===== src/rtl/afg_consts.vh =====
// Purpose: constants for the amplifier fault and gain control block
// Assumes: 20 MHz controller clock, Avalon-MM word addressing, one offset per 32-bit word
// Notes: all offsets are word addresses of 32-bit registers
`ifndef AFG_CONSTS_VH
`define AFG_CONSTS_VH
`define AFG_CLK_HZ 20000000
`define AFG_PEAK_TIME_MS 1000
`define AFG_PEAK_CYCLES ((`AFG_CLK_HZ / 1000) * `AFG_PEAK_TIME_MS)
`define AFG_REG_CFG 4'h0
`define AFG_REG_TORQUE 4'h1
`define AFG_REG_CTRL 4'h2
`define AFG_REG_STATUS 4'h3
`define AFG_REG_GAIN 4'h4
`define AFG_REG_TCMD 4'h5
`define AFG_CFG_MT 0
`define AFG_CFG_BR 1
`define AFG_CFG_AG_LO 2
`define AFG_CFG_AU_LO 4
`define AFG_CFG_EXT 6
`define AFG_CTRL_MO 0
`define AFG_CTRL_SH 1
`define AFG_CTRL_CLR 2
`define AFG_CTRL_HANDLER 3
`define AFG_ERR_OC 0
`define AFG_ERR_OV 1
`define AFG_AG_04 8'h28
`define AFG_AG_07 8'h46
`define AFG_AG_10 8'h64
`endif


===== src/rtl/afg_peak_timer.v =====
// Purpose: peak torque time budget for one axis
// Assumes: budget counts whole clock cycles
// Notes: budget drains at peak, refills while below continuous limit
`timescale 1ns/1ps
module afg_peak_timer #(
  parameter W = 26,
  parameter [W-1:0] MAX = 26'd20000000
)(
  input wire i_mclk,
  input wire i_rst,
  input wire i_above_cont,
  input wire i_below_cont,
  output wire o_peak_ok
);
  reg [W-1:0] budget_ff;
  reg [W-1:0] nxt_budget;
  // Drain at peak, refill below continuous, hold in between
  always @*
  begin
    nxt_budget = budget_ff;
    if (i_above_cont && budget_ff != {W{1'b0}})
      nxt_budget = budget_ff - {{(W-1){1'b0}}, 1'b1}; // RULE_08
    else if (i_below_cont && budget_ff != MAX)
      nxt_budget = budget_ff + {{(W-1){1'b0}}, 1'b1}; // RULE_09
  end
  always @(posedge i_mclk or posedge i_rst)
  begin
    if (i_rst)
      budget_ff <= MAX;
    else
      budget_ff <= nxt_budget;
  end
  assign o_peak_ok = (budget_ff != {W{1'b0}});
endmodule


===== src/rtl/afg_top.v =====
// Purpose: one axis of amplifier config, peak torque limiting and fault latch
// Assumes: one 20 MHz clock; fault pins asynchronous, three-stage synchronised
// Notes: registers on Avalon-MM, one wait cycle per access
// Functional notes
// (RULE_01) Host sets brushless motor type to 1
// (RULE_02) Brushed: host sets type and brushed flag
// (RULE_03) Gain code 0/1/2 is 0.4/0.7/1.0 A/V
// (RULE_04) Host idles axis before gain write
// (RULE_05) Host idles axis before current-loop write
// (RULE_06) Current-loop code selects mode and gain
// (RULE_07) Host picks current-loop code by inductance
// (RULE_08) Peak torque at most one second
// (RULE_09) Time below continuous extends peak allowance
// (RULE_10) Error query returns 8-bit fault bitmask
// (RULE_11) Query reports latch per bank separately
// (RULE_12) Any fault starts user fault handler
// (RULE_13) Short circuit latches overcurrent, disables stage
// (RULE_14) Overvoltage unlatched, phases shorted while present
// (RULE_15) External amplifier axis reports no faults
// (RULE_16) Latch only while bank has servo-here axis
// (RULE_17) Host halts, idles, then clears latch
// (RULE_18) Latched bit holds until clear sequence
`timescale 1ns/1ps
`include "afg_consts.vh"
module afg_top #(
  parameter PEAK_CYCLES = `AFG_PEAK_CYCLES,
  parameter TW = 16
)(
  input wire i_mclk,
  input wire i_rst,
  input wire [3:0] i_avs_address,
  input wire i_avs_read,
  input wire i_avs_write,
  input wire [31:0] i_avs_writedata,
  input wire [3:0] i_avs_byteenable,
  output reg [31:0] o_avs_readdata,
  output reg o_avs_waitrequest,
  input wire i_short_circuit,
  input wire i_over_voltage,
  input wire i_bank2_latched,
  output reg o_stage_enable,
  output reg o_phase_short,
  output reg o_brushed,
  output reg o_commutate,
  output reg [7:0] o_amp_gain_ma_v,
  output reg o_chopper_mode,
  output reg o_high_loop_gain,
  output reg [TW-1:0] o_torque_command,
  output reg o_fault_handler_start
);
  // Configuration, control and limits
  reg motor_type_select_ff;
  reg commutation_off_flag_ff;
  reg [1:0] amp_gain_setting_ff;
  reg [1:0] current_loop_gain_ff;
  reg ext_amp_ff;
  reg power_stage_idle_ff;
  reg servo_here_state_ff;
  reg handler_present_ff;
  reg [TW-1:0] peak_torque_limit_ff;
  reg [TW-1:0] continuous_torque_limit_ff;
  reg [TW-1:0] torque_request_ff;
  reg [7:0] latched_ff;
  reg any_fault_d_ff;
  reg ack_ff;
  // Three-stage synchronisers for the fault pins
  reg [2:0] oc_sync_ff;
  reg [2:0] ov_sync_ff;
  reg [2:0] b2_sync_ff;
  reg oc_ff;
  reg ov_ff;
  reg b2_ff;
  wire peak_ok;
  wire [TW-1:0] active_limit;
  wire [TW-1:0] clamped;
  wire above_cont;
  wire below_cont;
  wire wr_hit;
  wire rd_hit;
  wire [7:0] live_bits;
  wire [7:0] fault_mask;
  wire any_fault;
  wire bank1_latched;
  wire clear_req;
  reg [31:0] nxt_rdata;
  // One access per two cycles; a write commits only at the edge where waitrequest is seen low
  assign wr_hit = i_avs_write && ack_ff;
  assign rd_hit = i_avs_read && !ack_ff;
  // Clear only from motor-off; the hazard is dropping a fault under power
  assign clear_req = wr_hit && i_avs_address == `AFG_REG_CTRL && i_avs_byteenable[0] &&
    i_avs_writedata[`AFG_CTRL_CLR] && power_stage_idle_ff;
  // Synchronise asynchronous inputs; a level counts once stages 2 and 3 agree
  always @(posedge i_mclk or posedge i_rst)
  begin
    if (i_rst)
    begin
      oc_sync_ff <= 3'h0;
      ov_sync_ff <= 3'h0;
      b2_sync_ff <= 3'h0;
      oc_ff <= 1'b0;
      ov_ff <= 1'b0;
      b2_ff <= 1'b0;
    end
    else
    begin
      oc_sync_ff <= {oc_sync_ff[1:0], i_short_circuit};
      ov_sync_ff <= {ov_sync_ff[1:0], i_over_voltage};
      b2_sync_ff <= {b2_sync_ff[1:0], i_bank2_latched};
      if (oc_sync_ff[1] == oc_sync_ff[2])
        oc_ff <= oc_sync_ff[2];
      if (ov_sync_ff[1] == ov_sync_ff[2])
        ov_ff <= ov_sync_ff[2];
      if (b2_sync_ff[1] == b2_sync_ff[2])
        b2_ff <= b2_sync_ff[2];
    end
  end
  // Live fault bits, hidden entirely for an external amplifier
  assign live_bits = {6'h00, ov_ff, oc_ff};
  assign fault_mask = ext_amp_ff ? 8'h00 : live_bits; // RULE_15
  // Overcurrent latches only while servo-here; set beats clear
  always @(posedge i_mclk or posedge i_rst)
  begin
    if (i_rst)
      latched_ff <= 8'h00;
    else if (fault_mask[`AFG_ERR_OC] && servo_here_state_ff) // RULE_13 RULE_16
      latched_ff <= latched_ff | 8'h01;
    else if (clear_req)
      latched_ff <= 8'h00; // RULE_18
  end
  assign bank1_latched = |latched_ff; // RULE_11
  assign any_fault = |(fault_mask | latched_ff);
  // Register writes; gain codes ignored unless the stage is idle
  always @(posedge i_mclk or posedge i_rst)
  begin
    if (i_rst)
    begin
      motor_type_select_ff <= 1'b0;
      commutation_off_flag_ff <= 1'b0;
      amp_gain_setting_ff <= 2'h0;
      current_loop_gain_ff <= 2'h0;
      ext_amp_ff <= 1'b0;
      power_stage_idle_ff <= 1'b1;
      servo_here_state_ff <= 1'b0;
      handler_present_ff <= 1'b0;
      peak_torque_limit_ff <= {TW{1'b0}};
      continuous_torque_limit_ff <= {TW{1'b0}};
      torque_request_ff <= {TW{1'b0}};
    end
    else if (wr_hit && i_avs_byteenable[0])
    begin
      case (i_avs_address)
        `AFG_REG_CFG:
        begin
          motor_type_select_ff <= i_avs_writedata[`AFG_CFG_MT];
          commutation_off_flag_ff <= i_avs_writedata[`AFG_CFG_BR];
          ext_amp_ff <= i_avs_writedata[`AFG_CFG_EXT];
          if (power_stage_idle_ff)
          begin
            amp_gain_setting_ff <= i_avs_writedata[`AFG_CFG_AG_LO+1:`AFG_CFG_AG_LO]; // RULE_04
            current_loop_gain_ff <= i_avs_writedata[`AFG_CFG_AU_LO+1:`AFG_CFG_AU_LO]; // RULE_05
          end
        end
        `AFG_REG_TORQUE:
        begin
          continuous_torque_limit_ff <= i_avs_writedata[TW-1:0];
          peak_torque_limit_ff <= i_avs_writedata[TW+15:16];
        end
        `AFG_REG_CTRL:
        begin
          power_stage_idle_ff <= i_avs_writedata[`AFG_CTRL_MO];
          servo_here_state_ff <= i_avs_writedata[`AFG_CTRL_SH] & ~i_avs_writedata[`AFG_CTRL_MO];
          handler_present_ff <= i_avs_writedata[`AFG_CTRL_HANDLER];
        end
        `AFG_REG_TCMD:
          torque_request_ff <= i_avs_writedata[TW-1:0];
        default:
          motor_type_select_ff <= motor_type_select_ff;
      endcase
    end
  end
  // Peak allowance timer; drains above continuous, refills below
  assign above_cont = torque_request_ff > continuous_torque_limit_ff;
  assign below_cont = torque_request_ff < continuous_torque_limit_ff;
  afg_peak_timer #(
    .W(26),
    .MAX(PEAK_CYCLES[25:0])
  ) u_peak (
    .i_mclk(i_mclk),
    .i_rst(i_rst),
    .i_above_cont(above_cont),
    .i_below_cont(below_cont),
    .o_peak_ok(peak_ok)
  );
  assign active_limit = peak_ok ? peak_torque_limit_ff : continuous_torque_limit_ff; // RULE_08
  assign clamped = (torque_request_ff > active_limit) ? active_limit : torque_request_ff;
  // Read mux; unmapped addresses read zero
  always @*
  begin
    nxt_rdata = 32'h0000_0000;
    case (i_avs_address)
      `AFG_REG_CFG:
        nxt_rdata = {25'h0, ext_amp_ff, current_loop_gain_ff, amp_gain_setting_ff,
          commutation_off_flag_ff, motor_type_select_ff};
      `AFG_REG_TORQUE:
        nxt_rdata = {peak_torque_limit_ff, continuous_torque_limit_ff};
      `AFG_REG_CTRL:
        nxt_rdata = {28'h0, handler_present_ff, 1'b0, servo_here_state_ff, power_stage_idle_ff};
      `AFG_REG_STATUS:
        nxt_rdata = {22'h0, b2_ff, bank1_latched, fault_mask | latched_ff}; // RULE_10 RULE_11
      `AFG_REG_GAIN:
        nxt_rdata = {24'h0, o_amp_gain_ma_v};
      `AFG_REG_TCMD:
        nxt_rdata = {{(32-TW){1'b0}}, o_torque_command};
      default:
        nxt_rdata = 32'h0000_0000;
    endcase
  end
  // Bus answer and registered outputs
  always @(posedge i_mclk or posedge i_rst)
  begin
    if (i_rst)
    begin
      ack_ff <= 1'b0;
      o_avs_waitrequest <= 1'b1;
      o_avs_readdata <= 32'h0000_0000;
      o_stage_enable <= 1'b0;
      o_phase_short <= 1'b0;
      o_brushed <= 1'b0;
      o_commutate <= 1'b0;
      o_amp_gain_ma_v <= `AFG_AG_04;
      o_chopper_mode <= 1'b0;
      o_high_loop_gain <= 1'b0;
      o_torque_command <= {TW{1'b0}};
      o_fault_handler_start <= 1'b0;
      any_fault_d_ff <= 1'b0;
    end
    else
    begin
      ack_ff <= (i_avs_read || i_avs_write) && !ack_ff;
      o_avs_waitrequest <= !((i_avs_read || i_avs_write) && !ack_ff);
      if (rd_hit)
        o_avs_readdata <= nxt_rdata;
      // Stage off when idle, external, overvoltage present, or overcurrent live or latched
      o_stage_enable <= !power_stage_idle_ff && !latched_ff[`AFG_ERR_OC] &&
        !fault_mask[`AFG_ERR_OC] && !fault_mask[`AFG_ERR_OV] && !ext_amp_ff; // RULE_13 RULE_14
      o_phase_short <= fault_mask[`AFG_ERR_OV]; // RULE_14
      o_brushed <= motor_type_select_ff & commutation_off_flag_ff;
      o_commutate <= motor_type_select_ff & ~commutation_off_flag_ff;
      case (amp_gain_setting_ff) // RULE_03
        2'h1: o_amp_gain_ma_v <= `AFG_AG_07;
        2'h2: o_amp_gain_ma_v <= `AFG_AG_10;
        default: o_amp_gain_ma_v <= `AFG_AG_04;
      endcase
      // Code in half steps: bit0 chopper, bit1 higher gain
      o_chopper_mode <= current_loop_gain_ff[0]; // RULE_06
      o_high_loop_gain <= current_loop_gain_ff[1]; // RULE_06
      o_torque_command <= (power_stage_idle_ff || fault_mask[`AFG_ERR_OV]) ? {TW{1'b0}} : clamped;
      any_fault_d_ff <= any_fault;
      o_fault_handler_start <= any_fault && !any_fault_d_ff && handler_present_ff; // RULE_12
    end
  end
endmodule


===== config.mk =====
export PLATFORM = sky130hd
export DESIGN_NAME = afg_top
export DESIGN_NICKNAME = d
export VERILOG_FILES = /design/src/rtl/afg_peak_timer.v /design/src/rtl/afg_top.v
export VERILOG_INCLUDE_DIRS = /design/src /design/src/rtl
export SDC_FILE = /design/constraint.sdc
export NUM_CORES = 1
export LEC_CHECK = 0
export BUFFER_PORTS_ARGS = -buffer_cell sky130_fd_sc_hd__buf_2
export CORE_ASPECT_RATIO = 0.75
export CORE_MARGIN = 1
export CORE_UTILIZATION = 50
export CTS_CLUSTER_DIAMETER = 150
export CTS_CLUSTER_SIZE = 20
export DETAILED_ROUTE_END_ITERATION = 10
export GPL_TIMING_DRIVEN = 1
export HOLD_SLACK_MARGIN = 0.15
export PLACE_DENSITY = 0.73
export REMOVE_ABC_BUFFERS = 1
export SKIP_CTS_REPAIR_TIMING = 1
export SYNTH_ARGS = -nofsm -noshare
export SYNTH_HDL_FRONTEND = slang
export SYNTH_HIERARCHICAL = 1
export SYNTH_SLANG_ARGS = --single-unit

===== constraint.sdc =====
create_clock -name i_mclk -period 4 [get_ports i_mclk]
set_input_delay 0.4 -clock i_mclk [delete_from_list [all_inputs] [get_ports i_mclk]]
set_output_delay 0.4 -clock i_mclk [all_outputs]
set_load 0.02 [all_outputs]

# After elaboration in Yosys (flattened, before gate mapping)
# Index checks and enable logic that the tools add are counted.
[totals]
ff_bits = 163
elab_cells = 101
[op_classes]
eq_ne = 11
magnitude_cmp = 3
addsub = 2
n_mux = 10
n_reduce_logical = 37
bitwise = 6
[op_table]
columns = ["op", "n"]
rows = [
  ["32-bit one-hot mux with 6 select lines", 1],
  ["26-bit 2-to-1 mux", 2],
  ["16-bit 2-to-1 mux", 3],
  ["16-bit greater-than comparator", 2],
  ["26-bit by 1-bit adder with 26-bit output (second input constant)", 1],
  ["26-bit by 25-bit inequality test with 1-bit output (second input constant)", 1],
  ["26-bit nonzero test", 1],
  ["26-bit by 1-bit subtractor with 26-bit output (second input constant)", 1],
  ["1-bit logical AND", 17],
  ["16-bit < comparator", 1],
  ["7-bit one-hot mux with 2 select lines", 1],
  ["4-bit by 2-bit == test with 1-bit output (second input constant)", 2],
  ["4-bit by 3-bit == test with 1-bit output (second input constant)", 2],
  ["1-bit logical NOT", 8],
  ["2-bit AND reduction", 4],
  ["8-bit OR reduction", 1],
  ["4-bit by 1-bit == test with 1-bit output (second input constant)", 1],
  ["4-bit logical NOT", 1],
  ["2-bit nonzero test", 2],
  ["1-bit AND", 3],
  ["1-bit == test", 3],
  ["3-bit AND reduction", 1],
  ["2-bit by 1-bit == test with 1-bit output (second input constant)", 1],
  ["2-bit == test (second input constant)", 1],
  ["5 further kinds", 8],
]

# Depth between registers and ports, before layout
# Gate-level depths: netlist (run 1).
[depth]
word_depth = 7
depth_mapped = 18
mapped_depth_nobuf = 17

# Hierarchy
# Netlist (run 1), hierarchy kept.
[by_module_without_submodules]
columns = ["module", "cells_each", "instances", "area_per_inst_um2", "seq_area_each_um2"]
rows = [
  ["afg_top", 581, 1, 6399.9, 3333.2],
  ["afg_peak_timer", 269, 1, 2376.0, 660.6],
]

# Worst setup path after synthesis (run 1)
# Ideal clock, no wire load.
[synth_path]
path_type = "register to register"
from = "register torque_request_ff[3]"
to = "register u_peak.budget_ff[25]"
path_slack_ns = 0.031
t_arrival_ns = 3.888
required_ns = 3.919
path_stages_with_launch = 17
synth_period_minus_slack_ns = 3.969
setup_time_ns = 0.081
cell_sequence = "dfrtp_1 -> ha_1 -> a21o_1 -> a221o_1 -> a221oi_1 -> a41oi_1 -> nand2_1 -> inv_1 -> ha_1 -> buf_6 -> a21o_1 -> o21ba_2 -> o221ai_2 -> a221o_1 -> a211oi_1 -> mux2i_1 -> xnor2_1"
[synth_via]
elab_chain_len = 3
word_cells_on_any_way = 6
classes_between = "2 x order compare; 1 x mux; 3 x reduce/logical"
[synth_rtl]
columns = ["element", "line_no", "rtl"]
rows = [
  ["from (decl)", "afg_top.v:62", "reg [TW-1:0] torque_request_ff;"],
  ["from (signal assigned)", "afg_top.v:147", "torque_request_ff <= {TW{1'b0}};"],
  ["from (signal assigned)", "afg_top.v:175", "torque_request_ff <= i_avs_writedata[TW-1:0];"],
  ["16-bit < comparator", "afg_top.v:183", "assign below_cont = torque_request_ff < continuous_torque_limit_ff;"],
  ["named net below_cont", "afg_top.v:77", "wire below_cont;"],
  ["1-bit logical AND", "afg_peak_timer.v:23", "else if (i_below_cont && budget_ff != MAX)"],
  ["2-bit nonzero test (no source line)", "-", ""],
  ["to (signal assigned)", "afg_peak_timer.v:31", "budget_ff <= nxt_budget;"],
  ["to (decl)", "afg_peak_timer.v:15", "reg [W-1:0] budget_ff;"],
]
# The timed path passes the listed nets, and every way through them passes these cells.
# A chain may end at the register's enable or synchronous reset.

# Worst setup path after layout (run 1)
[layout_path]
from = "register continuous_torque_limit_ff[3]"
to = "register u_peak.budget_ff[13]"
[layout_via]
elab_chain_len = 3
word_cells_on_any_way = 6
classes_between = "2 x order compare; 1 x mux; 3 x reduce/logical"
[layout_rtl]
columns = ["element", "line_no", "rtl"]
rows = [
  ["from (decl)", "afg_top.v:61", "reg [TW-1:0] continuous_torque_limit_ff;"],
  ["from (signal assigned)", "afg_top.v:146", "continuous_torque_limit_ff <= {TW{1'b0}};"],
  ["from (signal assigned)", "afg_top.v:165", "continuous_torque_limit_ff <= i_avs_writedata[TW-1:0];"],
  ["16-bit < comparator", "afg_top.v:183", ""],
  ["named net below_cont", "afg_top.v:77", ""],
  ["1-bit logical AND", "afg_peak_timer.v:23", ""],
  ["2-bit nonzero test (no source line)", "-", ""],
]
# The timed path passes the listed nets, and every way through them passes these cells.

==> flow_summary_export.csv, run 1 <==
group,metric,value,unit
clock_network,cts_buffer_depth,2,
cells_and_area,nets,1137,
detailed_routing,via_per_inst,5.634,
worst_setup_path,path_cells,"inv_1 > ha_1 > a21o_1 > a221o_1 > a221oi_2 > a41oi_2 > nand2_2 > inv_4 > buf_12 > ha_1 > nand4_1 > a2111oi_4 > a311oi_4 > o21ai_1 > buf_4 > xnor2_1 > a21oi_1",
die,die_width,155.0,um
sta,hold_viol,0,
logic_synthesis,yosys.area.top_type,"dfrtp_1",
global_routing,track_usage,25.75,%
cells_and_area,final_util,64.73,%
place,dpl-instance-area,10070,um2
detailed_routing,antenna_left,0,
power,p_per_area,580.8,nW/um2
logic_synthesis,synthCells,850,
logic_synthesis,synth_edf_count,0,
detailed_routing,dr_total_vias,7211,
power,irDropWorstVdd,0.3235,mV
logic_synthesis,yosys_warnings,6,
place,port_buffers,104,
global_routing,antenna_found_initial,1,
worst_setup_path,rr_worst_depth,17,
logic_synthesis,synthTopCellsByCount,"147 x dfrtp_1, 102 x nand2_1, 72 x o21ai_0",
cells_and_area,drive_gt1_share,33.37,%
cells_and_area,area.growth.synth_to_final,25.23,%
detailed_routing,drt-total-wl,22.59,mm
min_path,hold_depth,2,
global_routing,grt_pass1_wl,35.93,mm
detailed_routing,drcViolationCount,0,
worst_setup_path,setup.worst_path.class,"flip-flop to flip-flop",
worst_setup_path,end_kind,"flip-flop",
logic_synthesis,synth_area,8776,um2
power,leakage,0.005507,uW
global_routing,grt_remaining_overflow,0,
logic_synthesis,postSynthAreaPerCell,10.32,um2
worst_setup_path,slowest_delay,0.50,ns
worst_setup_path,start_kind,"flip-flop",
logic_synthesis,synthArstFlopShare,100.0,%
die,die_y,116.7,um
clock_network,cts_tree,"built",
die,dieArea,18090,um2
logic_synthesis,ys_seq_area_share,45.51,%
worst_setup_path,arrival,4.31,ns
sta,slew_viol_final,0,
min_path,holdPathEnd,"peak_torque_limit_ff[13]",
clock_network,h-tree-depth,4,
worst_setup_path,critPathMostFrequentCell,"ha_1",
global_routing,grt_max_degree,64,
place,place.gp.congestion,0.8837,
detailed_routing,dr.pass1.iters,8,
clock_network,clock_sinks,159,
cells_and_area,fin_area,10990,um2
power,p_total,6384,uW
sta,final.period_utilization,99.71,%
place,place_hpwl,15.94,mm
run,maxCapViolCount,0,
detailed_routing,wire_per_inst,17.65,um
global_routing,grt_pass1_vias,6858,
sta,setup_violations,0,
worst_setup_path,reg2reg_slack,0.01,ns
worst_setup_path,required,4.33,ns
min_path,holdCritPathClass,"input port to flip-flop",
sta,fmax,250.7,MHz
logic_synthesis,synthMostInstantiatedCell,"dfrtp_1",
worst_setup_path,slowest_stage,"a311oi_4",
worst_setup_path,r2r-start,"continuous_torque_limit_ff[3]",
worst_setup_path,timing.rr.end,"u_peak/budget_ff[13]",
sta,period_needed,3.988,ns
logic_synthesis,synth_area_leaders,"dfrtp_1 42%, ha_1 8.3%, mux2_2 5.4%",
sta,worstMarginPinSlew,0.9173,ns
clock_network,clk_latency,0.43,ns
clock_network,cts_root_buffer,"clkbuf_16",
sta,skew,0.01266,ns
clock_network,numCtsBuffers,17,
sta,slew_headroom,38.52,%
outcome,status,"complete, no violations",
place,dp.cells,1239,
min_path,hp-start,"i_avs_writedata[29]",
cells_and_area,n_fill_cell,1384,
clock_network,cts.reportedPaths.clkPinSlew,0.06,ns
worst_setup_path,path_max_fanout,11,
die,core_area,16980,um2
logic_synthesis,yosysUniqueCellTypes,77,
logic_synthesis,yosysTopAreaCellShare,41.92,%
detailed_routing,drtIter0Drc,575,
die,ioPinCount,111,
logic_synthesis,synth-main-ff-cell,"dfrtp_1",
logic_synthesis,yosys_register_bits,159,
die,rows,41,
die,initial_utilization,51.68,%
cells_and_area,finalNonFillerCells,1280,
==> metrics by stage <==
stage | TNS [ns] | setup WS [ns] | hold slack (ns)
after global placement | -0.001336 | -0.001336 | 0.3322
after CTS | -0.9622 | -0.1900 | 0.05877
final | 0 | 0.01157 | 0.2033
after floorplan | -18.12 | -0.6204 | 0.3312
after global routing | -0.2625 | -0.07228 | 0.1966
after detailed placement | -0.5247 | -0.1496 | 0.3364
==> worst max-delay path: cells and delay by family, from the launching register on <==
kind	cells	cell delay (ns)
AO/OA/AOI/OAI	8	1.84
adder cells (fa/ha/maj)	2	0.62
buffers and inverters	4	0.47
XOR/XNOR	1	0.27
AND/OR/NAND/NOR	2	0.33
flip-flops	1	0.35
==> where the power goes <==
| part | switching [uW] | internal [uW] |
|---|---|---|
| logic | 1280 | 1140 |
| clock network | 676 | 1080 |
| registers | 274 | 1940 |
==> cell families (layout without fill, tap and decap cells) <==
kind of cell,after synthesis,in the layout,share of synthesized area [%]
AO/OA/AOI/OAI,230,230,17.17
XOR/XNOR,25,25,2.495
adder cells (fa/ha/maj),62,62,8.840
buffers and inverters,74,265,4.063
flip-flops,159,159,45.51
multiplexers,69,69,8.583
other,1,4,0.04273
AND/OR/NAND/NOR,230,230,13.30
==> worst max-delay path by stage <==
stage,cells after the start,slack (ns),startpoint,to
final,17,0.01,continuous_torque_limit_ff[3],u_peak/budget_ff[13]
after global routing,17,-0.07,continuous_torque_limit_ff[3],u_peak/budget_ff[25]
after CTS,17,-0.19,continuous_torque_limit_ff[3],u_peak/budget_ff[23]
after detailed placement,17,-0.15,continuous_torque_limit_ff[3],u_peak/budget_ff[23]
after global placement,17,-0.001,continuous_torque_limit_ff[3],u_peak/budget_ff[23]
after floorplan,3,-0.62,i_avs_byteenable[0],continuous_torque_limit_ff[0]
==> placed cells by master, fill, tap and decap left out, types with 3 or more instances in the layout <==
cell type	count
dfrtp_1	147
a21oi_1	48
buf_2	104
and4_1	3
maj3_1	3
nor4_1	8
a21o_1	16
dlygate4sd3_1	4
o21ai_2	13
a22oi_1	7
inv_6	5
mux2_1	8
bufinv_16	4
a21oi_2	3
xor2_1	11
dfstp_2	12
a222oi_1	4
mux2i_1	19
clkbuf_16	18
o21a_1	4
ha_4	6
nor2b_1	6
xnor2_1	14
mux2_2	42
ha_1	50
nand2_1	100
nor2_1	31
nand4_1	10
inv_1	26
and3_1	37
nor4_2	3
a211oi_1	5
buf_4	95
o21ai_0	68
nand3_1	3
a31oi_1	20
conb_1	3
o21ai_1	4
==> cell type report <==
type / instances / area [um2] / area share, %
Multi-Input combinational cell: 619 / 4629 / 42.12
Timing Repair Buffer: 205 / 1319 / 12.00
Clock buffer: 20 / 456.7 / 4.155
Inverter: 29 / 116.4 / 1.059
Tap cell: 236 / 295.3 / 2.687
Sequential cell: 159 / 3994 / 36.34
Antenna cell: 1 / 2.502 / 0.02277
Clock inverter: 11 / 177.7 / 1.617
==> state kept, by name, summed over array words and instances, names as in the netlist, 2 cells and up <==
signal	flops
amp_gain_setting_ff	2
b2_sync_ff	3
continuous_torque_limit_ff	16
current_loop_gain_ff	2
o_amp_gain_ma_v	4
o_avs_readdata	32
o_torque_command	16
oc_sync_ff	3
ov_sync_ff	3
peak_torque_limit_ff	16
torque_request_ff	16
u_peak/budget_ff	26
==> routing by layer <==
layer / wire length [um] / track usage, % / up-vias
met5: 0 / 0 / -
met3: 1353 / 4.304 / 12
li1: - / - / 3447
met4: 140 / 6.271 / 0
met2: 10000 / 39.46 / 211
met1: 11100 / 38.03 / 3541
No activity file was read; power rests on OpenSTA's default activity.
==> inputs of run 2 (changes only) <==
==> constraint.sdc (replaced) <==
create_clock -name i_mclk -period 4 [get_ports i_mclk]
set_input_delay 0.8 -clock i_mclk [delete_from_list [all_inputs] [get_ports i_mclk]]
set_output_delay 0.8 -clock i_mclk [all_outputs]
set_load 0.02 [all_outputs]
==> flow_summary_export.csv, run 2 (synthesis gave the netlist of run 1 again) <==
group,metric,value,unit
outcome,status,"complete, no violations",
die,die_width,155.0,um
clock_network,cts_root_buffer,"clkbuf_16",
cells_and_area,regMostFlops,"o_avs_readdata",
power,p_total,6441,uW
detailed_routing,via_per_inst,5.646,
worst_setup_path,path_cells,"inv_1 > ha_1 > and3_4 > nand4_1 > nor2_2 > a221oi_2 > a41oi_2 > nand2_2 > inv_4 > clkbuf_16 > ha_2 > nand3_2 > a2111oi_4 > a311oi_4 > nor3_2 > a2111oi_2 > xnor2_1 > mux2_2",
cells_and_area,nets,1144,
place,place.gp.congestion,0.8982,
worst_setup_path,reg2reg_slack,0.07,ns
die,ioPinCount,111,
cells_and_area,regArea,3994,um2
power,irDropWorstVdd,0.3838,mV
worst_setup_path,required,4.32,ns
worst_setup_path,end_kind,"flip-flop",
detailed_routing,dr.pass1.iters,7,
cells_and_area,multi_input_area,4738,um2
clock_network,numCtsBuffers,17,
cells_and_area,largest_reg_flops,32,
worst_setup_path,rr_worst_depth,18,
sta,final.period_utilization,98.23,%
min_path,holdCritPathClass,"flip-flop to flip-flop",
sta,fmax,254.5,MHz
global_routing,grt_pass1_vias,6871,
die,core_area,16980,um2
sta,skew,0.008773,ns
sta,period_needed,3.929,ns
global_routing,grt_pass1_wl,35.78,mm
cells_and_area,final_common_cell,"dfrtp_1",
clock_network,h-tree-depth,4,
die,rows,41,
global_routing,antenna_found_initial,1,
power,leakage,0.005531,uW
power,p_per_area,578.1,nW/um2
sta,slew_headroom,32.40,%
detailed_routing,antenna_left,0,
die,dieArea,18090,um2
worst_setup_path,slowest_stage,"a311oi_4",
detailed_routing,drt-total-wl,23.01,mm
detailed_routing,drtIter0Drc,548,
worst_setup_path,start_kind,"flip-flop",
detailed_routing,dr_total_vias,7272,
cells_and_area,drive_gt1_share,35.39,%
run,maxCapViolCount,0,
clock_network,cts.reportedPaths.clkPinSlew,0.07,ns
cells_and_area,reg_top3,"o_avs_readdata (32), u_peak/budget_ff (26)",
cells_and_area,n_fill_cell,1353,
worst_setup_path,path_max_fanout,7,
die,initial_utilization,51.68,%
sta,hold_viol,0,
sta,setup_violations,0,
cells_and_area,final_cell_mix,"147 x dfrtp_1, 104 x buf_2, 102 x buf_4",
cells_and_area,final_util,65.62,%
global_routing,track_usage,25.73,%
worst_setup_path,setup.worst_path.class,"flip-flop to flip-flop",
global_routing,grt_max_degree,70,
place,place_hpwl,16.17,mm
sta,timing.hold.ws,0.3448,ns
worst_setup_path,slowest_delay,0.45,ns
detailed_routing,wire_per_inst,17.86,um
sta,worstMarginPinSlew,1.013,ns
clock_network,cts_tree,"built",
place,pre_cts_slack,-0.1227,ns
clock_network,clk_latency,0.43,ns
global_routing,grt_remaining_overflow,0,
place,dpl-instance-area,10170,um2
sta,slew_viol_final,0,
detailed_routing,drcViolationCount,0,
cells_and_area,area.growth.synth_to_final,26.96,%
place,port_buffers,104,
worst_setup_path,arrival,4.25,ns
die,die_y,116.7,um
clock_network,clock_sinks,159,
sta,final.setup.worst_slack,0.07094,ns
min_path,hold_depth,0,
clock_network,cts_buffer_depth,2,
cells_and_area,fin_area,11140,um2
[run 2: final timing paths]
path | end | start
min in group asynchronous | o_avs_readdata[31] | i_rst
max in group asynchronous | u_peak/budget_ff[18] | i_rst
hold / removal | b2_sync_ff[1] | b2_sync_ff[0]
hold reg to reg | b2_sync_ff[1] | b2_sync_ff[0]
setup / recovery | u_peak/budget_ff[23] | continuous_torque_limit_ff[15]
setup reg to reg | u_peak/budget_ff[23] | continuous_torque_limit_ff[15]
[run 2: critical path, delay by kind of cell, from the launching register on]
family,cells,cell delay (ns)
compound gates,5,1.20
buf+inv,3,0.35
flops,1,0.35
xor+xnor,1,0.13
simple gates,6,0.95
mux,1,0.27
fa+ha+maj,2,0.58
[run 2: final cells by class]
type / instances / area share, %
Multi-Input combinational cell: 619 / 42.53
Sequential cell: 159 / 35.85
Timing Repair Buffer: 212 / 12.54
Clock buffer: 19 / 3.975
Tap cell: 236 / 2.650
Clock inverter: 13 / 1.392
Inverter: 29 / 1.044
Antenna cell: 1 / 0.02246
[run 2: power by group]
part | internal, uW | total (uW) | switching (uW)
registers | 1940 | 2230 | 293
logic | 1240 | 2550 | 1310
clock network | 952 | 1660 | 711
total | 4130 | 6440 | 2310
[run 2: layer usage]
metal / track usage [%] / vias up / part of all wire, %
met5: 0 / - / 0
met4: 7.657 / 0 / 1.1
li1: - / 3464 / -
met2: 38.74 / 218 / 44
met1: 37.36 / 3572 / 49
met3: 5.455 / 18 / 5.7
[run 2: stage by stage]
stage / cells / setup TNS (ns)
after floorplan: 807 / -75.79
after global placement: 1249 / -0.1448
after detailed placement: 1249 / -0.5134
after CTS: 1281 / -0.8897
after global routing: 1287 / -0.2085
final: 1288 / 0
==> inputs of run 3 (changes only) <==
--- a/config.mk
+++ b/config.mk
@@ -10,5 +10,5 @@
 export CORE_ASPECT_RATIO = 0.75
 export CORE_MARGIN = 1
-export CORE_UTILIZATION = 50
+export CORE_UTILIZATION = 53
 export CTS_CLUSTER_DIAMETER = 150
 export CTS_CLUSTER_SIZE = 20
@@ -16,5 +16,5 @@
 export GPL_TIMING_DRIVEN = 1
 export HOLD_SLACK_MARGIN = 0.15
-export PLACE_DENSITY = 0.73
+export PLACE_DENSITY = 0.77
 export REMOVE_ABC_BUFFERS = 1
 export SKIP_CTS_REPAIR_TIMING = 1
==> constraint.sdc (replaced) <==
create_clock -name i_mclk -period 4 [get_ports i_mclk]
set_input_delay 0.4 -clock i_mclk [delete_from_list [all_inputs] [get_ports i_mclk]]
set_output_delay 0.4 -clock i_mclk [all_outputs]
set_load 0.02 [all_outputs]
==> flow_summary_export.csv, run 3 (synthesis gave the netlist of run 1 again) <==
group,metric,value,unit
outcome,status,"complete, but fails checks",
outcome,violations,"setup timing",
sta,period_needed,4.054,ns
worst_setup_path,slowest_delay,0.40,ns
worst_setup_path,path_cells,"inv_2 > ha_4 > a21o_1 > a221o_1 > a221oi_2 > a41oi_2 > nand2_2 > clkinv_4 > clkbuf_16 > ha_1 > and4_1 > nand2b_4 > o221ai_2 > a221o_1 > a211oi_2 > buf_4 > mux2i_1 > xnor2_1",
power,p_switching,2366,uW
cells_and_area,reg_top3,"o_avs_readdata (32), u_peak/budget_ff (26)",
global_routing,antenna_found_initial,0,
clock_network,cts_buffer_depth,2,
cells_and_area,largest_reg_flops,32,
power,p_int,4278,uW
die,dieArea,17080,um2
worst_setup_path,critPathMostFrequentCell,"a221o_1",
sta,slew_headroom,28.34,%
sta,slew_viol_final,0,
worst_setup_path,setup.worst_path.class,"flip-flop to flip-flop",
cells_and_area,diodes,0,
place,dpl-instance-area,10090,um2
run,maxCapViolCount,0,
global_routing,grt_pass1_vias,7136,
detailed_routing,dr_total_vias,7414,
place,place.gp.congestion,0.9370,
die,core_area,16120,um2
cells_and_area,nets,1156,
worst_setup_path,path_max_fanout,10,
global_routing,grt_remaining_overflow,0,
global_routing,track_usage,28.04,%
detailed_routing,wire_per_inst,18.83,um
cells_and_area,regMostFlops,"o_avs_readdata",
place,place_hpwl,16.56,mm
min_path,holdCritPathClass,"input port to flip-flop",
power,seq_power_share,33.9,%
worst_setup_path,cp_top_family,"compound AO/OA/AOI/OAI gates",
detailed_routing,drtIter0Drc,532,
detailed_routing,drcViolationCount,0,
worst_setup_path,start_kind,"flip-flop",
sta,hold_viol,0,
detailed_routing,antenna_left,0,
sta,final.setup.worst_slack,-0.05358,ns
die,die_y,113.4,um
power,irDropWorstVdd,0.4557,mV
place,pre_cts_slack,-0.1669,ns
cells_and_area,finalNonFillerCells,1273,
cells_and_area,drive_gt1_share,36.97,%
power,combinationalPowerShare,39.2,%
cells_and_area,final_common_cell,"dfrtp_1",
worst_setup_path,end_kind,"flip-flop",
sta,skew,0.01169,ns
detailed_routing,via_per_inst,5.824,
die,rows,40,
cells_and_area,area.growth.synth_to_final,29.37,%
sta,setup_violations,1,
clock_network,clk_latency,0.43,ns
die,initial_utilization,54.46,%
place,port_buffers,104,
power,leakage,0.005580,uW
cells_and_area,fin_area,11350,um2
sta,fmax,246.7,MHz
clock_network,cts_root_buffer,"clkbuf_16",
sta,rsz0062_at_grt,"yes",
clock_network,numCtsBuffers,17,
worst_setup_path,slowest_stage,"dfrtp_1",
die,die_width,150.6,um
detailed_routing,drt-total-wl,23.98,mm
clock_network,cts.reportedPaths.clkPinSlew,0.07,ns
sta,worstMarginPinSlew,1.048,ns
clock_network,clock_sinks,159,
sta,final.period_utilization,101.3,%
cells_and_area,final_util,70.45,%
global_routing,grt_pass1_wl,36.69,mm
power,p_per_area,585.2,nW/um2
global_routing,grt_max_degree,86,
place,dp.cells,1220,
clock_network,h-tree-depth,4,
worst_setup_path,path_buf_inv,4,
clock_network,cts_tree,"built",
worst_setup_path,arrival,4.40,ns
die,ioPinCount,111,
cells_and_area,final_cell_mix,"147 x dfrtp_1, 112 x buf_4, 104 x buf_2",
power,swShare,35.62,%
detailed_routing,dr.pass1.iters,5,
worst_setup_path,required,4.35,ns
power,clkPwrFrac,26.8,%
[run 3: changes by cell type in the layout (fill, tap and decap cells not counted), moves of 4 or more]
| cell | before | now |
|---|---|---|
| ha_1 | 42 | 37 |
| buf_4 | 102 | 112 |
| inv_2 | 1 | 5 |
| ha_4 | 14 | 19 |
| inv_1 | 26 | 22 |
| dlygate4sd3_1 | 0 | 4 |
[run 3: final timing paths]
| path | start | endpoint | slack [ns] | cells after the start |
|---|---|---|---|---|
| max in group asynchronous | i_rst | o_avs_waitrequest | 2.44 | 4 |
| min in group asynchronous | i_rst | u_peak/budget_ff[1] | 0.62 | 4 |
| hold / removal | i_avs_writedata[9] | continuous_torque_limit_ff[9] | 0.20 | 3 |
| setup / recovery | continuous_torque_limit_ff[1] | u_peak/budget_ff[25] | -0.05 | 18 |
| setup reg to reg | continuous_torque_limit_ff[1] | u_peak/budget_ff[25] | -0.05 | 18 |
| hold reg to reg | oc_sync_ff[0] | oc_sync_ff[1] | 0.35 | 0 |
[run 3: cell type report]
cell class	count	area, um2
clock buffers	21	460.4
clock inverters	11	177.7
fillers	1194	4762
inverters	29	118.9
multi-input cells	619	4857
flip-flops and latches	159	3994
well taps	210	262.8
repair buffers	224	1483
[run 3: worst min-delay path, cell delays in order]
cell and delay [ns]:
buf_2 0.10, nand2_1 0.04, o21ai_0 0.06
[run 3: through the flow]
step           setup TNS (ns)  total power [uW]  hold slack (ns)
3_5_place_dp          -0.5261              4474           0.3347
4_1_cts               -0.8777              6247          0.06382
3_3_place_gp         -0.07276              4403           0.3317
6_report             -0.05358              6644           0.1997
2_1_floorplan          -18.12              3570           0.3312
5_1_grt               -0.8214              7012           0.1961
[run 3: power groups by stage]
| stage | Combinational, uW | Clock, uW | Sequential [uW] |
|---|---|---|---|
| 2_1_floorplan | 1370 | 0 | 2200 |
| 3_3_place_gp | 2190 | 0 | 2210 |
| 3_5_place_dp | 2250 | 0 | 2230 |
| 4_1_cts | 2260 | 1780 | 2200 |
| 5_1_grt | 2850 | 1870 | 2290 |
| 6_report | 2610 | 1780 | 2260 |
[run 3: per-layer routing]
metal | part of all wire, % | track usage (%) | vias to the layer above | wire [um]
met5 | 0 | 0 | - | 0
met4 | 1.1 | 7.867 | 0 | 262
met3 | 6.9 | 6.640 | 21 | 1655
met2 | 46 | 42.61 | 259 | 10940
met1 | 46 | 40.13 | 3635 | 11120
li1 | - | - | 3499 | -
